`config.mk`:
```
export PLATFORM = sky130hd
export DESIGN_NAME = stme_strap_entry
export DESIGN_NICKNAME = d
export VERILOG_FILES = /design/src/stme_pkg.sv /design/src/stme_strap_entry.sv
export VERILOG_INCLUDE_DIRS = /design/src
export SDC_FILE = /design/constraint.sdc
export NUM_CORES = 1
export LEC_CHECK = 0
export ABC_AREA = 1
export BUFFER_PORTS_ARGS = -buffer_cell sky130_fd_sc_hd__buf_4
export CAP_MARGIN = 15
export CORE_MARGIN = 2
export CORE_UTILIZATION = 50
export CTS_BUF_LIST = sky130_fd_sc_hd__clkbuf_4 sky130_fd_sc_hd__clkbuf_8
export CTS_CLUSTER_DIAMETER = 60
export DETAILED_ROUTE_END_ITERATION = 16
export GPL_TIMING_DRIVEN = 0
export PLACE_DENSITY = 0.87
export SYNTH_ARGS = -nofsm -noshare
export SYNTH_HDL_FRONTEND = slang
export SYNTH_SLANG_ARGS = --single-unit
```
`constraint.sdc`:
```
create_clock -name clk -period 1.4 [get_ports clk]
set_input_delay 0.07 -clock clk [delete_from_list [all_inputs] [get_ports clk]]
set_output_delay 0.07 -clock clk [all_outputs]
set_load 0.02 [all_outputs]
```
`src/stme_consts.svh`:
```
`ifndef STME_CONSTS_SVH
`define STME_CONSTS_SVH

// Strap status byte layout (bridge function config offset)
`define STME_STATUS_OFFSET      8'hD4
`define STME_NO_REBOOT_BIT      1
`define STME_SAFE_MODE_BIT      2

// Strap setup and test-mode decode counts, in PCI clocks
`define STME_SETUP_CLOCKS       4
`define STME_TEST_MIN           5'h04
`define STME_TEST_ALLZ          5'h08
`define STME_TEST_NONE9         5'h09
`define STME_TEST_RSVD_MAX      5'h18
`define STME_COUNT_MAX          5'h1F

// Reset values: speaker strap pulled up, codec strap pulled down
`define STME_SPEAKER_STRAP_PIN_RESET         1'h1
`define STME_CODEC_RESET        1'h0

`endif

```
`src/stme_pkg.sv`:
```
`default_nettype none

package stme_pkg;

    typedef enum logic [2:0] {
        TM_NONE,
        TM_NAND1,
        TM_NAND2,
        TM_NAND3,
        TM_NAND4,
        TM_ALLZ
    } stme_test_mode_t;

    typedef enum logic [1:0] {
        ST_IDLE,
        ST_ARMED,
        ST_COUNT,
        ST_DONE
    } stme_phase_t;

    typedef struct packed {
        logic noReboot;
        logic safeMode;
    } stme_straps_t;

    typedef struct packed {
        logic            [1:0] pwrSync;
        logic            [1:0] rtcSync;
        logic            [1:0] pciSync;
        logic            [1:0] spkrSync;
        logic            [1:0] codecSync;
        logic                  pwrPrev;
        stme_phase_t           phase;
        logic            [4:0] lowCount;
        stme_straps_t          straps;
        stme_test_mode_t       testMode;
        logic                  testValid;
    } stme_state_t;

endpackage

`default_nettype wire

```
`src/stme_strap_entry.sv`:
```
`timescale 1ns/1ps
`default_nettype none
`include "stme_consts.svh"

module stme_strap_entry (
    // Clock and reset
    input  wire logic                       clk,
    input  wire logic                       rst_b,
    // Board pins, asynchronous to clk
    input  wire logic                       powerGoodInput,
    input  wire logic                       pciBusReset_n,
    input  wire logic                       batteryWellReset_n,
    input  wire logic                       speakerStrapPin,
    input  wire logic                       codecSerialOutPin,
    // Strap results
    output logic                            strapsLatched,
    output logic                            watchdogRebootInhibit,
    output logic                            safeSpeedSelect,
    output logic                      [7:0] strapStatus,
    // Test mode results
    output stme_pkg::stme_test_mode_t       testMode,
    output logic                            testModeValid,
    output logic                            allOutputsHighZ
);

    stme_pkg::stme_state_t state;
    stme_pkg::stme_state_t next_state;
    logic                  powerRise;
    logic                  rtcLow;

    // Rise seen on the second sync stage only; the first stage feeds nothing else
    assign powerRise = state.pwrSync[1] & ~state.pwrPrev;
    assign rtcLow    = ~state.rtcSync[1];

    always_comb begin
        next_state = state;
        next_state.pwrSync   = {state.pwrSync[0], powerGoodInput};
        next_state.rtcSync   = {state.rtcSync[0], batteryWellReset_n};
        next_state.pciSync   = {state.pciSync[0], pciBusReset_n};
        next_state.spkrSync  = {state.spkrSync[0], speakerStrapPin};
        next_state.codecSync = {state.codecSync[0], codecSerialOutPin};
        next_state.pwrPrev   = state.pwrSync[1];
        if (powerRise) begin
            // Straps sampled once, pins then free for normal use
            next_state.straps.noReboot = ~state.spkrSync[1];
            next_state.straps.safeMode = state.codecSync[1];
            next_state.testMode  = stme_pkg::TM_NONE;
            next_state.testValid = 1'b0;
            next_state.lowCount  = 5'h00;
            next_state.phase     = stme_pkg::ST_ARMED;
        end else if (!state.pwrSync[1]) begin
            // Test entry only while power-good is high; straps still held
            next_state.phase    = stme_pkg::ST_IDLE;
            next_state.lowCount = 5'h00;
        end else begin
            unique case (state.phase)
                stme_pkg::ST_IDLE: begin
                    next_state.phase = stme_pkg::ST_IDLE;
                end
                stme_pkg::ST_ARMED: begin
                    // Bus reset must be released before a low pulse counts
                    if (rtcLow && state.pciSync[1]) begin
                        next_state.phase    = stme_pkg::ST_COUNT;
                        next_state.lowCount = 5'h01;
                    end
                end
                stme_pkg::ST_COUNT: begin
                    if (rtcLow) begin
                        // Saturate so long pulses still decode as over 24
                        if (state.lowCount != `STME_COUNT_MAX) begin
                            next_state.lowCount = state.lowCount + 5'h01;
                        end
                    end else begin
                        next_state.phase     = stme_pkg::ST_DONE;
                        next_state.testValid = 1'b1;
                        if (state.lowCount >= `STME_TEST_MIN && state.lowCount < `STME_TEST_ALLZ) begin
                            // Counts 4..7 map to chains 1..4
                            next_state.testMode = stme_pkg::stme_test_mode_t'(3'(state.lowCount - 5'h03));
                        end else if (state.lowCount == `STME_TEST_ALLZ) begin
                            next_state.testMode = stme_pkg::TM_ALLZ;
                        end else begin
                            // Reserved counts also decode to none, a safe fallback
                            next_state.testMode = stme_pkg::TM_NONE;
                        end
                    end
                end
                stme_pkg::ST_DONE: begin
                    // One decode per power-good rise
                    next_state.phase = stme_pkg::ST_DONE;
                end
            endcase
        end
    end

    always_ff @(posedge clk or negedge rst_b) begin
        if (!rst_b) begin
            // Sync stages reset to the pins' idle levels, so no false edge follows reset
            state <= '{pwrSync:   2'h0,
                       rtcSync:   2'h3,
                       pciSync:   2'h0,
                       spkrSync:  {2{`STME_SPEAKER_STRAP_PIN_RESET}},
                       codecSync: {2{`STME_CODEC_RESET}},
                       pwrPrev:   1'h0,
                       phase:     stme_pkg::ST_IDLE,
                       lowCount:  5'h00,
                       straps:    '{noReboot: 1'h0, safeMode: 1'h0},
                       testMode:  stme_pkg::TM_NONE,
                       testValid: 1'h0};
            strapsLatched         <= 1'b0;
            watchdogRebootInhibit <= 1'b0;
            safeSpeedSelect       <= 1'b0;
            strapStatus           <= 8'h00;
            testMode              <= stme_pkg::TM_NONE;
            testModeValid         <= 1'b0;
            allOutputsHighZ       <= 1'b0;
        end else begin
            state <= next_state;
            if (powerRise) begin
                strapsLatched <= 1'b1;
            end
            watchdogRebootInhibit <= next_state.straps.noReboot;
            safeSpeedSelect       <= next_state.straps.safeMode;
            strapStatus <= 8'h00;
            strapStatus[`STME_NO_REBOOT_BIT] <= next_state.straps.noReboot;
            strapStatus[`STME_SAFE_MODE_BIT] <= next_state.straps.safeMode;
            testMode        <= next_state.testMode;
            testModeValid   <= next_state.testValid;
            allOutputsHighZ <= (next_state.testMode == stme_pkg::TM_ALLZ);
        end
    end

    // Outputs register with the decision, so checks look one edge after it

    strap_latch_a : assert property (@(posedge clk) disable iff (!rst_b)
        powerRise |=> watchdogRebootInhibit == !$past(state.spkrSync[1])
                      && safeSpeedSelect == $past(state.codecSync[1]))
        else $error("strap latch wrong");

    latch_flag_a : assert property (@(posedge clk) disable iff (!rst_b)
        powerRise |=> strapsLatched)
        else $error("latched flag not set");

    status_bits_a : assert property (@(posedge clk) disable iff (!rst_b)
        strapStatus[2:1] == {safeSpeedSelect, watchdogRebootInhibit} && strapStatus[7:3] == 5'h00
        && strapStatus[0] == 1'b0)
        else $error("status bits mismatch");

    noreboot_status_a : assert property (@(posedge clk) disable iff (!rst_b)
        powerRise |=> strapStatus[`STME_NO_REBOOT_BIT] == !$past(state.spkrSync[1]))
        else $error("reboot status bit wrong");

    safe_status_a : assert property (@(posedge clk) disable iff (!rst_b)
        powerRise |=> strapStatus[`STME_SAFE_MODE_BIT] == $past(state.codecSync[1]))
        else $error("safe status bit wrong");

    count_gate_a : assert property (@(posedge clk) disable iff (!rst_b)
        !state.pwrSync[1] |=> state.lowCount == 5'h00)
        else $error("counting without power-good");

    count_step_a : assert property (@(posedge clk) disable iff (!rst_b)
        (state.phase == stme_pkg::ST_COUNT && rtcLow && state.pwrSync[1] && !powerRise
         && state.lowCount != `STME_COUNT_MAX)
        |=> state.lowCount == $past(state.lowCount) + 5'h01)
        else $error("low clock not counted");

    arm_gate_a : assert property (@(posedge clk) disable iff (!rst_b)
        (state.phase == stme_pkg::ST_ARMED && !state.pciSync[1] && state.pwrSync[1] && !powerRise)
        |=> state.phase == stme_pkg::ST_ARMED)
        else $error("count began under bus reset");

    nand_decode_a : assert property (@(posedge clk) disable iff (!rst_b)
        (state.phase == stme_pkg::ST_COUNT && !rtcLow && state.pwrSync[1] && !powerRise
         && state.lowCount == 5'h05)
        |=> testMode == stme_pkg::TM_NAND2)
        else $error("count 5 not chain 2");

    // One check per chain count
    for (genvar g = 0; g < 4; g++) begin : gen_chain
        chain_decode_a : assert property (@(posedge clk) disable iff (!rst_b)
            (state.phase == stme_pkg::ST_COUNT && !rtcLow && state.pwrSync[1] && !powerRise
             && state.lowCount == 5'(`STME_TEST_MIN + g))
            |=> testMode == stme_pkg::stme_test_mode_t'(3'(g + 1)) && testModeValid)
            else $error("chain count decoded wrong");
    end

    low_none_a : assert property (@(posedge clk) disable iff (!rst_b)
        (state.phase == stme_pkg::ST_COUNT && !rtcLow && state.pwrSync[1] && !powerRise
         && state.lowCount < `STME_TEST_MIN)
        |=> testMode == stme_pkg::TM_NONE && testModeValid)
        else $error("short pulse gave a mode");

    allz_decode_a : assert property (@(posedge clk) disable iff (!rst_b)
        allOutputsHighZ |-> testMode == stme_pkg::TM_ALLZ && testModeValid)
        else $error("high-Z without mode");

    allz_count_a : assert property (@(posedge clk) disable iff (!rst_b)
        (state.phase == stme_pkg::ST_COUNT && !rtcLow && state.pwrSync[1] && !powerRise
         && state.lowCount == `STME_TEST_ALLZ)
        |=> testMode == stme_pkg::TM_ALLZ && allOutputsHighZ)
        else $error("count 8 not all high-Z");

    reserved_none_a : assert property (@(posedge clk) disable iff (!rst_b)
        (state.phase == stme_pkg::ST_COUNT && !rtcLow && state.pwrSync[1] && !powerRise
         && (state.lowCount == `STME_TEST_NONE9 || state.lowCount > `STME_TEST_RSVD_MAX))
        |=> testMode == stme_pkg::TM_NONE)
        else $error("count should give none");

    hold_result_a : assert property (@(posedge clk) disable iff (!rst_b)
        (state.phase == stme_pkg::ST_DONE && !powerRise) |=> $stable(testMode))
        else $error("mode changed");

    hold_straps_a : assert property (@(posedge clk) disable iff (!rst_b)
        !powerRise |=> $stable(watchdogRebootInhibit) && $stable(safeSpeedSelect))
        else $error("strap changed");

    rise_clear_a : assert property (@(posedge clk) disable iff (!rst_b)
        powerRise |=> testMode == stme_pkg::TM_NONE && !testModeValid && !allOutputsHighZ)
        else $error("mode not cleared on rise");

endmodule

`default_nettype wire

```
==> impl_results.rst, run 1 <==
.. list-table::
   :header-rows: 1

   * - Metric
     - Value
   * - Outcome
     - finished, violations left
   * - Violations in the final reports
     - setup timing
   * - DRC Markers
     - 0
   * - Total inserted antenna cells
     - 0
   * - Largest buffer count on any clock path
     - 2
   * - Fraction of synthesized cell area taken by the top area cell type
     - 0.444
   * - Unrepaired setup endpoints after global routing
     - yes
   * - Hold_ws
     - 147 ps
   * - Post-route clock skew
     - 14.7 ps
   * - Vertical die dimension
     - 53.8 um
   * - Utilization after layout
     - 0.697
   * - Share of cells above drive strength 1
     - 0.432
   * - Seq/Total Area, Yosys
     - 0.529
   * - Clock transition at the registers of the reported paths
     - 150 ps
   * - Register area
     - 658 um^2
   * - Number of fill cells
     - 171
   * - Library cells used by synthesis
     - 25
   * - Pin count of the biggest net entering global routing
     - 27
   * - Largest vdd supply drop
     - 0.821 mV
   * - Post-detailed-route via-to-cell ratio
     - 4.92
   * - Ordered cell list for the critical path
     - ha_4, nand2_4, nor2_4, ha_4, nand2_4, nand4_4, nor3_4, nand2_1, o21ai_1
   * - Avg WL per Cell
     - 13.4 um
   * - Flip-flop and latch count after synthesis
     - 26
   * - Worst reg-to-reg setup slack
     - -140 ps
   * - Count of standard-cell rows
     - 18
   * - Largest area contributor in the synthesized netlist
     - sky130_fd_sc_hd__dfrtp_1
   * - Post-layout total power
     - 1.67 mW
   * - Antenna violations before repair
     - 0
   * - Category of the critical setup timing path
     - reg -> reg
   * - Buffers on Ports
     - 16
   * - Startpoint kind of the worst setup timing path
     - flop
   * - Slack of the critical path
     - -140 ps
   * - Total core area
     - 2410 um^2
   * - Number of max-cap violations
     - 0
   * - Detailed placement HPWL
     - 1570 um
   * - Endpoints failing setup
     - 9
   * - Die outline area
     - 2890 um^2
   * - Area growth, synth to finish
     - 35.7%
   * - CTS buffer count
     - 3
   * - Hold violation count in the final report
     - 0
   * - Post-Route Setup TNS
     - -640 ps
   * - First-pass GRT wire length
     - 4140 um
   * - Fraction of synthesis flops using an asynchronous set or reset pin
     - 1.00
   * - Number of warnings printed during yosys synthesis
     - 0
   * - Tot GR Track Use
     - 0.204
   * - Layout Nets
     - 184
   * - Master of the slowest instance on the critical path
     - sky130_fd_sc_hd__dfrtp_2
   * - Number of global-route vias before repair
     - 905
   * - Top cells by instance count after synthesis
     - sky130_fd_sc_hd__dfrtp_1, sky130_fd_sc_hd__nand2_1, sky130_fd_sc_hd__inv_1
   * - Detailed-router iteration count before antenna repair
     - 4
   * - Top_reg_cell synth
     - sky130_fd_sc_hd__dfrtp_1
   * - Fmax
     - 649 MHz
   * - RePlAce Congestion
     - 0.871
   * - DRT iter0 DRCs
     - 34
   * - Worst Reg2Reg Path Length in Cells
     - 9
   * - Crit path max-delay family
     - simple AND/OR/NAND/NOR gates
   * - Crit path required time
     - 1670 ps
   * - Depth of the CTS H-tree
     - 1
   * - CTS tree
     - done
   * - Clock net sink count
     - 26
   * - Part of the cycle the worst path needs
     - 1.10
   * - Power density cells
     - 995 nW/um^2
   * - Reg-to-reg critical path endpoint
     - state[7]
   * - Synthesized area per cell
     - 9.46 um^2
   * - Multi-input gate area in the final layout
     - 544 um^2
   * - Post-Synthesis Cells
     - 131
   * - Via count
     - 980
   * - Crit. End Element
     - flop
   * - Static leakage
     - 0.836 nW
   * - Crit path largest cell delay
     - 460 ps
   * - Tmin final
     - 1540 ps
   * - Clock network latency to the later pin of the worst-skew pair
     - 340 ps
   * - I/O pin total
     - 23
   * - DRT antenna net count
     - 0
   * - Dominant cells by area after synthesis
     - sky130_fd_sc_hd__dfrtp_1, sky130_fd_sc_hd__dfstp_2, sky130_fd_sc_hd__ha_1
   * - Number of buffer and inverter instances along the worst setup path
     - 0
   * - Die X-Extent
     - 53.8 um
   * - Starting density of the core
     - 0.514
   * - Max FO, Critical Path
     - 3
   * - Overflow after GRT
     - 0
   * - Data arrival at the endpoint of the critical path
     - 1810 ps
   * - R2R Path Start
     - state[6]
   * - Wire length reported by the detailed router
     - 2670 um
   * - Count leader, synth
     - sky130_fd_sc_hd__dfrtp_1
   * - CTS Root Buffer Type
     - sky130_fd_sc_hd__clkbuf_4
   * - Max-slew violation count
     - 0
   * - Number of enable flip-flop cells after synthesis
     - 0
   * - Hold WC Path Type
     - in -> async
   * - Post-synthesis instance area
     - 1240 um^2
[layout by cell type, fill, tap and decap left out, types with 2 or more instances in the layout]
| cell type | netlist | final |
|---|---|---|
| sky130_fd_sc_hd__clkbuf_4 | 0 | 3 |
| sky130_fd_sc_hd__buf_4 | 11 | 34 |
| sky130_fd_sc_hd__inv_2 | 3 | 4 |
| sky130_fd_sc_hd__inv_1 | 15 | 14 |
| sky130_fd_sc_hd__dfstp_2 | 4 | 4 |
| sky130_fd_sc_hd__ha_4 | 0 | 3 |
| sky130_fd_sc_hd__nand2_4 | 0 | 3 |
| sky130_fd_sc_hd__dfrtp_1 | 22 | 20 |
| sky130_fd_sc_hd__nor2_2 | 2 | 3 |
| sky130_fd_sc_hd__dfrtp_2 | 0 | 2 |
| sky130_fd_sc_hd__nand2_1 | 20 | 17 |
| sky130_fd_sc_hd__conb_1 | 1 | 6 |
| sky130_fd_sc_hd__nor2_1 | 11 | 9 |
| sky130_fd_sc_hd__dlygate4sd3_1 | 0 | 6 |
| sky130_fd_sc_hd__o21ai_2 | 1 | 2 |
| sky130_fd_sc_hd__ha_1 | 7 | 4 |
| sky130_fd_sc_hd__a21oi_2 | 1 | 2 |
| sky130_fd_sc_hd__nand3_1 | 7 | 6 |
| sky130_fd_sc_hd__a21oi_1 | 3 | 2 |
| sky130_fd_sc_hd__o21ai_1 | 8 | 7 |
| sky130_fd_sc_hd__nand2_2 | 6 | 6 |
[power breakdown]
group,switching [mW],leakage (nW),internal (mW)
logic,0.174,0.491,0.138
registers,0.0330,0.317,0.797
clock network,0.239,0.0279,0.290
total,0.446,0.836,1.23
[per-layer routing]
| metal | part of all wire | global-route usage | vias up |
|---|---|---|---|
| met2 | 0.58 | 0.378 | 35 |
| met3 | 0.039 | 0.0222 | 9 |
| met1 | 0.35 | 0.224 | 466 |
| met4 | 0.030 | 0.111 | 0 |
| li1 | - | - | 470 |
| met5 | 0 | 0 | - |
[state kept, by name, indices dropped and copies added, names as in the netlist]
register,count
state,16
next_state,6
strapStatus,2
allOutputsHighZ,1
strapsLatched,1
[final cells by class]
class | instances | share of cell area
flip-flops and latches | 26 | 0.392
multi-input cells | 80 | 0.324
repair buffers | 29 | 0.138
plain buffers | 11 | 0.0491
inverters | 19 | 0.0432
well taps | 30 | 0.0223
clock inverters | 1 | 0.0179
clock buffers | 3 | 0.0134
[through the flow]
stage          instance area (um^2)  worst slack (ps)  instances
2_1_floorplan                  1260             -45.6        136
6_report                       1680              -140        199
3_5_place_dp                   1420              -259        182
3_3_place_gp                   1420              -182        182
5_1_grt                        1680              -230        199
4_1_cts                        1610              -163        196
[logic make-up after synthesis]
group,share of synthesized area
other cells,0.00303
xor+xnor,0.00707
compound gates,0.0737
buf+inv,0.125
fa+ha+maj,0.0707
flops,0.529
simple gates,0.191
[how the worst max path moves through the flow]
stage	from	to	slack, ps	depth (start not counted)
CTS	state[6]	state[7]	-160	9
floorplan	state[6]	state[8]	-50	9
detailed placement	state[6]	state[8]	-260	9
global route	state[6]	state[7]	-230	9
global placement	state[6]	state[8]	-180	9
finish	state[6]	state[7]	-140	9
[what timing repair did]
item / CTS / global route
setup endpoints to repair: 9 / 11
setup buffers: 4 / 3
gates resized for setup: 10 / 11
pin swaps: 5 / 6
hold endpoints to repair: 31 / 0
hold buffers: 6 / 0
(Power assumes the default switching activity.)
==> run 2: changes to the inputs <==
--- a/config.mk
+++ b/config.mk
@@ -16,6 +16,7 @@
 export DETAILED_ROUTE_END_ITERATION = 16
 export GPL_TIMING_DRIVEN = 0
 export PLACE_DENSITY = 0.87
+export RECOVER_POWER = 50
 export SYNTH_ARGS = -nofsm -noshare
 export SYNTH_HDL_FRONTEND = slang
 export SYNTH_SLANG_ARGS = --single-unit
==> run 2 against run 1 <==
Compared with the run above:
- the flow still finishes with violations (setup timing)
- highest routed layer unchanged
- combinational power about the same
- global-route usage is the same
- utilization down 0.10 points
- register-to-register slack hardly changed
- via count is 0.20% lower
- sequential power is essentially flat
- clock power about the same
- count of clock-buffer cells in the layout unchanged
==> impl_results.rst, run 2 (synthesized netlist as in run 1, its figures left out) <==
.. list-table::
   :header-rows: 1

   * - Metric
     - Value
   * - Outcome
     - finished, violations left
   * - Violations in the final reports
     - setup timing
   * - Max-slew violation count
     - 0
   * - Met2 Resource Use GR
     - 0.378
   * - Power density cells
     - 995 nW/um^2
   * - Highest-count cells in the layout ignoring fill and taps
     - sky130_fd_sc_hd__buf_4, sky130_fd_sc_hd__dfrtp_1, sky130_fd_sc_hd__nand2_1
   * - Post-layout total power
     - 1.67 mW
   * - Actual transition at the worst max-transition pin
     - 615 ps
   * - Largest buffer count on any clock path
     - 2
   * - Vertical die dimension
     - 53.8 um
   * - Post-route standard cell area excluding fillers
     - 1680 um^2
   * - Starting density of the core
     - 0.514
   * - Count of standard-cell rows
     - 18
   * - Area growth, synth to finish
     - 35.5%
   * - Crit path required time
     - 1660 ps
   * - Detailed-router iteration count before antenna repair
     - 4
   * - Via count
     - 978
   * - Clock transition at the registers of the reported paths
     - 160 ps
   * - Depth of the CTS H-tree
     - 1
   * - I/O pin total
     - 23
   * - Hold_ws
     - 253 ps
   * - Clock net sink count
     - 26
   * - Data arrival at the endpoint of the critical path
     - 1810 ps
   * - Post-detailed-route via-to-cell ratio
     - 4.91
   * - Die X-Extent
     - 53.8 um
   * - Die outline area
     - 2890 um^2
   * - Detailed placement HPWL
     - 1570 um
   * - Fmax
     - 649 MHz
   * - Tot GR Track Use
     - 0.204
   * - Buffers on Ports
     - 16
   * - Total inserted antenna cells
     - 0
   * - Ordered cell list for the critical path
     - ha_4, nand2_4, nor2_4, ha_4, nand2_4, nand4_4, nor3_4, nand2_1, o21ai_1
   * - Avg WL per Cell
     - 13.4 um
   * - Most flop-heavy register
     - state
   * - Max FO, Critical Path
     - 3
   * - Share of cells above drive strength 1
     - 0.432
   * - RePlAce Congestion
     - 0.871
   * - Hold WC Path Type
     - in -> async
   * - Antenna violations before repair
     - 0
   * - Layout Nets
     - 184
   * - Number of max-cap violations
     - 0
   * - Static leakage
     - 0.835 nW
   * - CTS tree
     - done
   * - Slack of the critical path
     - -140 ps
   * - Wire length reported by the detailed router
     - 2670 um
   * - Most common cell after layout, fill and taps aside
     - sky130_fd_sc_hd__buf_4
   * - Endpoints failing setup
     - 9
   * - Busiest layer in global routing
     - met2
   * - CTS buffer count
     - 3
   * - Pin count of the biggest net entering global routing
     - 27
   * - Clock network latency to the later pin of the worst-skew pair
     - 340 ps
   * - Crit path largest cell delay
     - 450 ps
   * - Total core area
     - 2410 um^2
   * - Non-Filler Instances
     - 199
   * - Fraction of met3 tracks used by global routing
     - 0.0222
   * - Total instance count after detailed placement
     - 182
   * - Tmin final
     - 1540 ps
   * - Number of global-route vias before repair
     - 905
   * - Category of the critical setup timing path
     - reg -> reg
   * - Unrepaired setup endpoints after global routing
     - yes
   * - Post-route clock skew
     - 15.7 ps
   * - Met1 layer usage reported by global route
     - 0.224
   * - Crit. End Element
     - flop
   * - CTS Root Buffer Type
     - sky130_fd_sc_hd__clkbuf_4
   * - DRT antenna net count
     - 0
   * - DRC Markers
     - 0
   * - Largest vdd supply drop
     - 0.822 mV
   * - Post-Route Setup TNS
     - -639 ps
   * - DRT iter0 DRCs
     - 34
   * - Hold violation count in the final report
     - 0
   * - Overflow after GRT
     - 0
   * - Flip-flop count of the largest register after layout
     - 16
   * - Master of the slowest instance on the critical path
     - sky130_fd_sc_hd__dfrtp_2
   * - Part of the cycle the worst path needs
     - 1.10
   * - Slew headroom
     - 0.590
   * - DP Area
     - 1420 um^2
   * - First-pass GRT wire length
     - 4140 um
   * - Startpoint kind of the worst setup timing path
     - flop
## run 2: cell types whose count changed in the layout (fill, tap and decap cells not counted)
| cell | delta |
|---|---|
| sky130_fd_sc_hd__buf_4 | -5 |
| sky130_fd_sc_hd__clkbuf_2 | +1 |
| sky130_fd_sc_hd__clkbuf_4 | +4 |
## run 2: layout make-up
type | instances | area, um^2
plain buffers | 11 | 82.6
clock buffers | 3 | 22.5
clock inverters | 1 | 30.0
fillers | 172 | 732
inverters | 19 | 72.6
multi-input cells | 80 | 544
flip-flops and latches | 26 | 658
well taps | 30 | 37.5
repair buffers | 29 | 230
## run 2: per-stage QoR
stage / util / setup slack (ps)
finish: 0.696 / -140
global route: 0.696 / -230
CTS: 0.668 / -163
detailed placement: 0.589 / -259
global placement: 0.589 / -182
floorplan: - / -45.6
## run 2: report_power, final
part	leakage [nW]	internal, mW	total, mW	switching (mW)
clock	0.0279	0.290	0.529	0.239
sequential	0.317	0.797	0.830	0.0330
combinational	0.490	0.137	0.311	0.174
total	0.835	1.22	1.67	0.446
## run 2: final timing paths
path | start | depth (start not counted) | endpoint | slack, ps
setup / recovery | state[6] | 9 | state[7] | -140
hold / removal | rst_b | 2 | state[0] | 250
setup reg to reg | state[6] | 9 | state[7] | -140
hold reg to reg | next_state[21] | 0 | state[21] | 370
max in group asynchronous | rst_b | 2 | state[6] | 700
min in group clk | next_state[21] | 0 | state[21] | 370
## run 2: metal layers
layer,vias to the layer above,share of wire
li1,470,-
met1,464,0.36
met2,35,0.57
met3,9,0.039
met4,0,0.030
met5,-,0
## run 2: critical path: cells and delay by family, from the launching register on
kind	cells	cell delay [ps]
simple gates	6	600
fa+ha+maj	2	340
flops	1	450
compound gates	1	80
## run 2: timing repair
action,4_1_cts,5_1_grt
hold endpoints to repair,31,0
hold buffers,6,0
pin swaps,5,6
setup buffers,4,3
setup endpoints to repair,9,11
resized for setup,10,11
==> run 3: changes to the inputs <==
--- a/config.mk
+++ b/config.mk
@@ -11,12 +11,13 @@
 export CAP_MARGIN = 15
 export CORE_MARGIN = 2
 export CORE_UTILIZATION = 50
-export CTS_BUF_LIST = sky130_fd_sc_hd__clkbuf_4 sky130_fd_sc_hd__clkbuf_8
+export CTS_BUF_LIST = sky130_fd_sc_hd__clkbuf_8
 export CTS_CLUSTER_DIAMETER = 60
 export DETAILED_ROUTE_END_ITERATION = 16
 export GPL_TIMING_DRIVEN = 0
 export PLACE_DENSITY = 0.87
 export RECOVER_POWER = 50
+export SKIP_CTS_REPAIR_TIMING = 1
 export SYNTH_ARGS = -nofsm -noshare
 export SYNTH_HDL_FRONTEND = slang
 export SYNTH_SLANG_ARGS = --single-unit
==> run 3 against run 2 <==
Compared with the run above:
- the flow still finishes with violations (setup timing)
- combinational power decreased by 4%
- count of clock-buffer cells in the layout unchanged
- cell count decreased by 1.5%
- sequential share of layout area about the same
- routed wire length decreased by 1.7%
- sequential cell count unchanged
- critical path depth unchanged
- highest routed layer unchanged
- die area unchanged
- final area decreased by 0.15%
- first-iteration DRC count decreased by 44%
- non-clock buffer count decreased by 3
==> impl_results.rst, run 3 (synthesized netlist as in run 1, its figures left out) <==
.. list-table::
   :header-rows: 1

   * - Metric
     - Value
   * - Hold WC Path Type
     - in -> async
   * - Max FO, Critical Path
     - 4
   * - Crit. End Element
     - flop
   * - Post-route clock skew
     - 7.51 ps
   * - Overflow after GRT
     - 0
   * - Crit path largest cell delay
     - 460 ps
   * - Post-Route Setup TNS
     - -1040 ps
   * - Detailed placement HPWL
     - 1570 um
   * - Total inserted antenna cells
     - 0
   * - Static leakage
     - 0.828 nW
   * - R2R Path Start
     - state[6]
   * - Max-slew violation count
     - 0
   * - Pin count of the biggest net entering global routing
     - 27
   * - CTS tree
     - done
   * - Layout Nets
     - 181
   * - Worst reg-to-reg setup slack
     - -200 ps
   * - DRC Markers
     - 0
   * - Reg-to-reg critical path endpoint
     - state[7]
   * - Pre-CTS setup slack
     - -259 ps
   * - Avg WL per Cell
     - 13.4 um
   * - Starting density of the core
     - 0.514
   * - Startpoint kind of the worst setup timing path
     - flop
   * - Data arrival at the endpoint of the critical path
     - 1810 ps
   * - Part of the cycle the worst path needs
     - 1.15
   * - Slew headroom
     - 0.576
   * - Number of global-route vias before repair
     - 792
   * - Slack of the critical path
     - -205 ps
   * - Tmin final
     - 1600 ps
   * - Die X-Extent
     - 53.8 um
   * - Power density cells
     - 1060 nW/um^2
   * - Violations in the final reports
     - setup timing
   * - Most flop-heavy register
     - state
   * - Number of max-cap violations
     - 0
   * - Post-layout total power
     - 1.77 mW
   * - Hold violation count in the final report
     - 0
   * - Endpoint of the worst setup timing path
     - state[7]
   * - CTS Root Buffer Type
     - sky130_fd_sc_hd__clkbuf_8
   * - Antenna violations before repair
     - 0
   * - Category of the critical setup timing path
     - reg -> reg
   * - DRT antenna net count
     - 0
   * - Most common cell after layout, fill and taps aside
     - sky130_fd_sc_hd__buf_4
   * - Tot GR Track Use
     - 0.168
   * - Startpoint of the most critical setup path
     - state[6]
   * - Flip-flop count of the largest register after layout
     - 16
   * - Ordered cell list for the critical path
     - ha_4, nand2_4, nor2_4, ha_4, nand2_4, nand4_4, nor3_4, nand2_1, o21ai_1
   * - Detailed-router iteration count before antenna repair
     - 5
   * - Share of cells above drive strength 1
     - 0.404
   * - Largest vdd supply drop
     - 0.860 mV
   * - Via count
     - 962
   * - Die outline area
     - 2890 um^2
   * - Post-route standard cell area excluding fillers
     - 1680 um^2
   * - Clock transition at the registers of the reported paths
     - 100 ps
   * - DP Area
     - 1420 um^2
   * - Count of standard-cell rows
     - 18
   * - I/O pin total
     - 23
   * - Crit path max-delay family
     - simple AND/OR/NAND/NOR gates
   * - Crit path required time
     - 1610 ps
   * - DRT iter0 DRCs
     - 19
   * - Endpoints failing setup
     - 9
   * - First-pass GRT wire length
     - 3460 um
   * - Number of logic stages on the critical path including buffering
     - 9
   * - Fmax
     - 623 MHz
   * - Total core area
     - 2410 um^2
   * - Clock network latency to the later pin of the worst-skew pair
     - 280 ps
   * - CTS buffer count
     - 3
   * - Largest buffer count on any clock path
     - 2
   * - Master of the slowest instance on the critical path
     - sky130_fd_sc_hd__dfrtp_2
   * - Wire length reported by the detailed router
     - 2630 um
   * - Buffers on Ports
     - 16
   * - Post-detailed-route via-to-cell ratio
     - 4.91
   * - Clock net sink count
     - 26
   * - Highest-count cells in the layout ignoring fill and taps
     - sky130_fd_sc_hd__buf_4, sky130_fd_sc_hd__dfrtp_1, sky130_fd_sc_hd__nand2_1
   * - Worst Reg2Reg Path Length in Cells
     - 9
   * - Area growth, synth to finish
     - 35.3%
   * - Depth of the CTS H-tree
     - 1
   * - Number of buffer and inverter instances along the worst setup path
     - 0
   * - Actual transition at the worst max-transition pin
     - 636 ps
   * - Vertical die dimension
     - 53.8 um
   * - RePlAce Congestion
     - 0.871
   * - Outcome
     - finished, violations left
   * - Unrepaired setup endpoints after global routing
     - yes
run 3: area by class of cell:
class                      count  area [um^2]
tap                           30         37.5
clock buffer                   3         41.3
timing repair buffer          26          208
inverter                      19         72.6
clock inverter                 1         30.0
sequential                    26          657
buffer                        11         82.6
fill                         175          734
multi-input combinational     80          547
run 3: stage by stage:
stage	cells	hold WS, ps	utilization
after global routing	196	365	0.695
after detailed placement	182	-9.20	0.589
after floorplan	136	-226	-
after CTS	186	-306	0.619
final	196	339	0.695
after global placement	182	-19.0	0.589
run 3: how the worst min path moves through the flow:
stage                   startpoint               to  slack, ps  depth (start not counted)
floorplan                    rst_b  allOutputsHighZ       -230                          0
global placement             rst_b    strapsLatched        -20                          1
detailed placement           rst_b         state[0]         -9                          1
CTS                          rst_b         state[0]       -310                          1
global route        next_state[21]        state[21]        370                          0
finish                       rst_b         state[0]        340                          2
run 3: layer usage:
metal / GRT usage / routed length (um) / vias up / part of all wire
met3: 0.0278 / 113 / 9 / 0.043
met1: 0.213 / 929 / 454 / 0.35
met4: 0.0897 / 60 / 0 / 0.023
met2: 0.274 / 1520 / 37 / 0.58
li1: - / - / 462 / -
met5: 0 / 0 / - / 0
run 3: report_power, final:
part | switching, mW | internal, mW
Clock | 0.252 | 0.383
Combinational | 0.168 | 0.131
Sequential | 0.0369 | 0.796
Total | 0.457 | 1.31
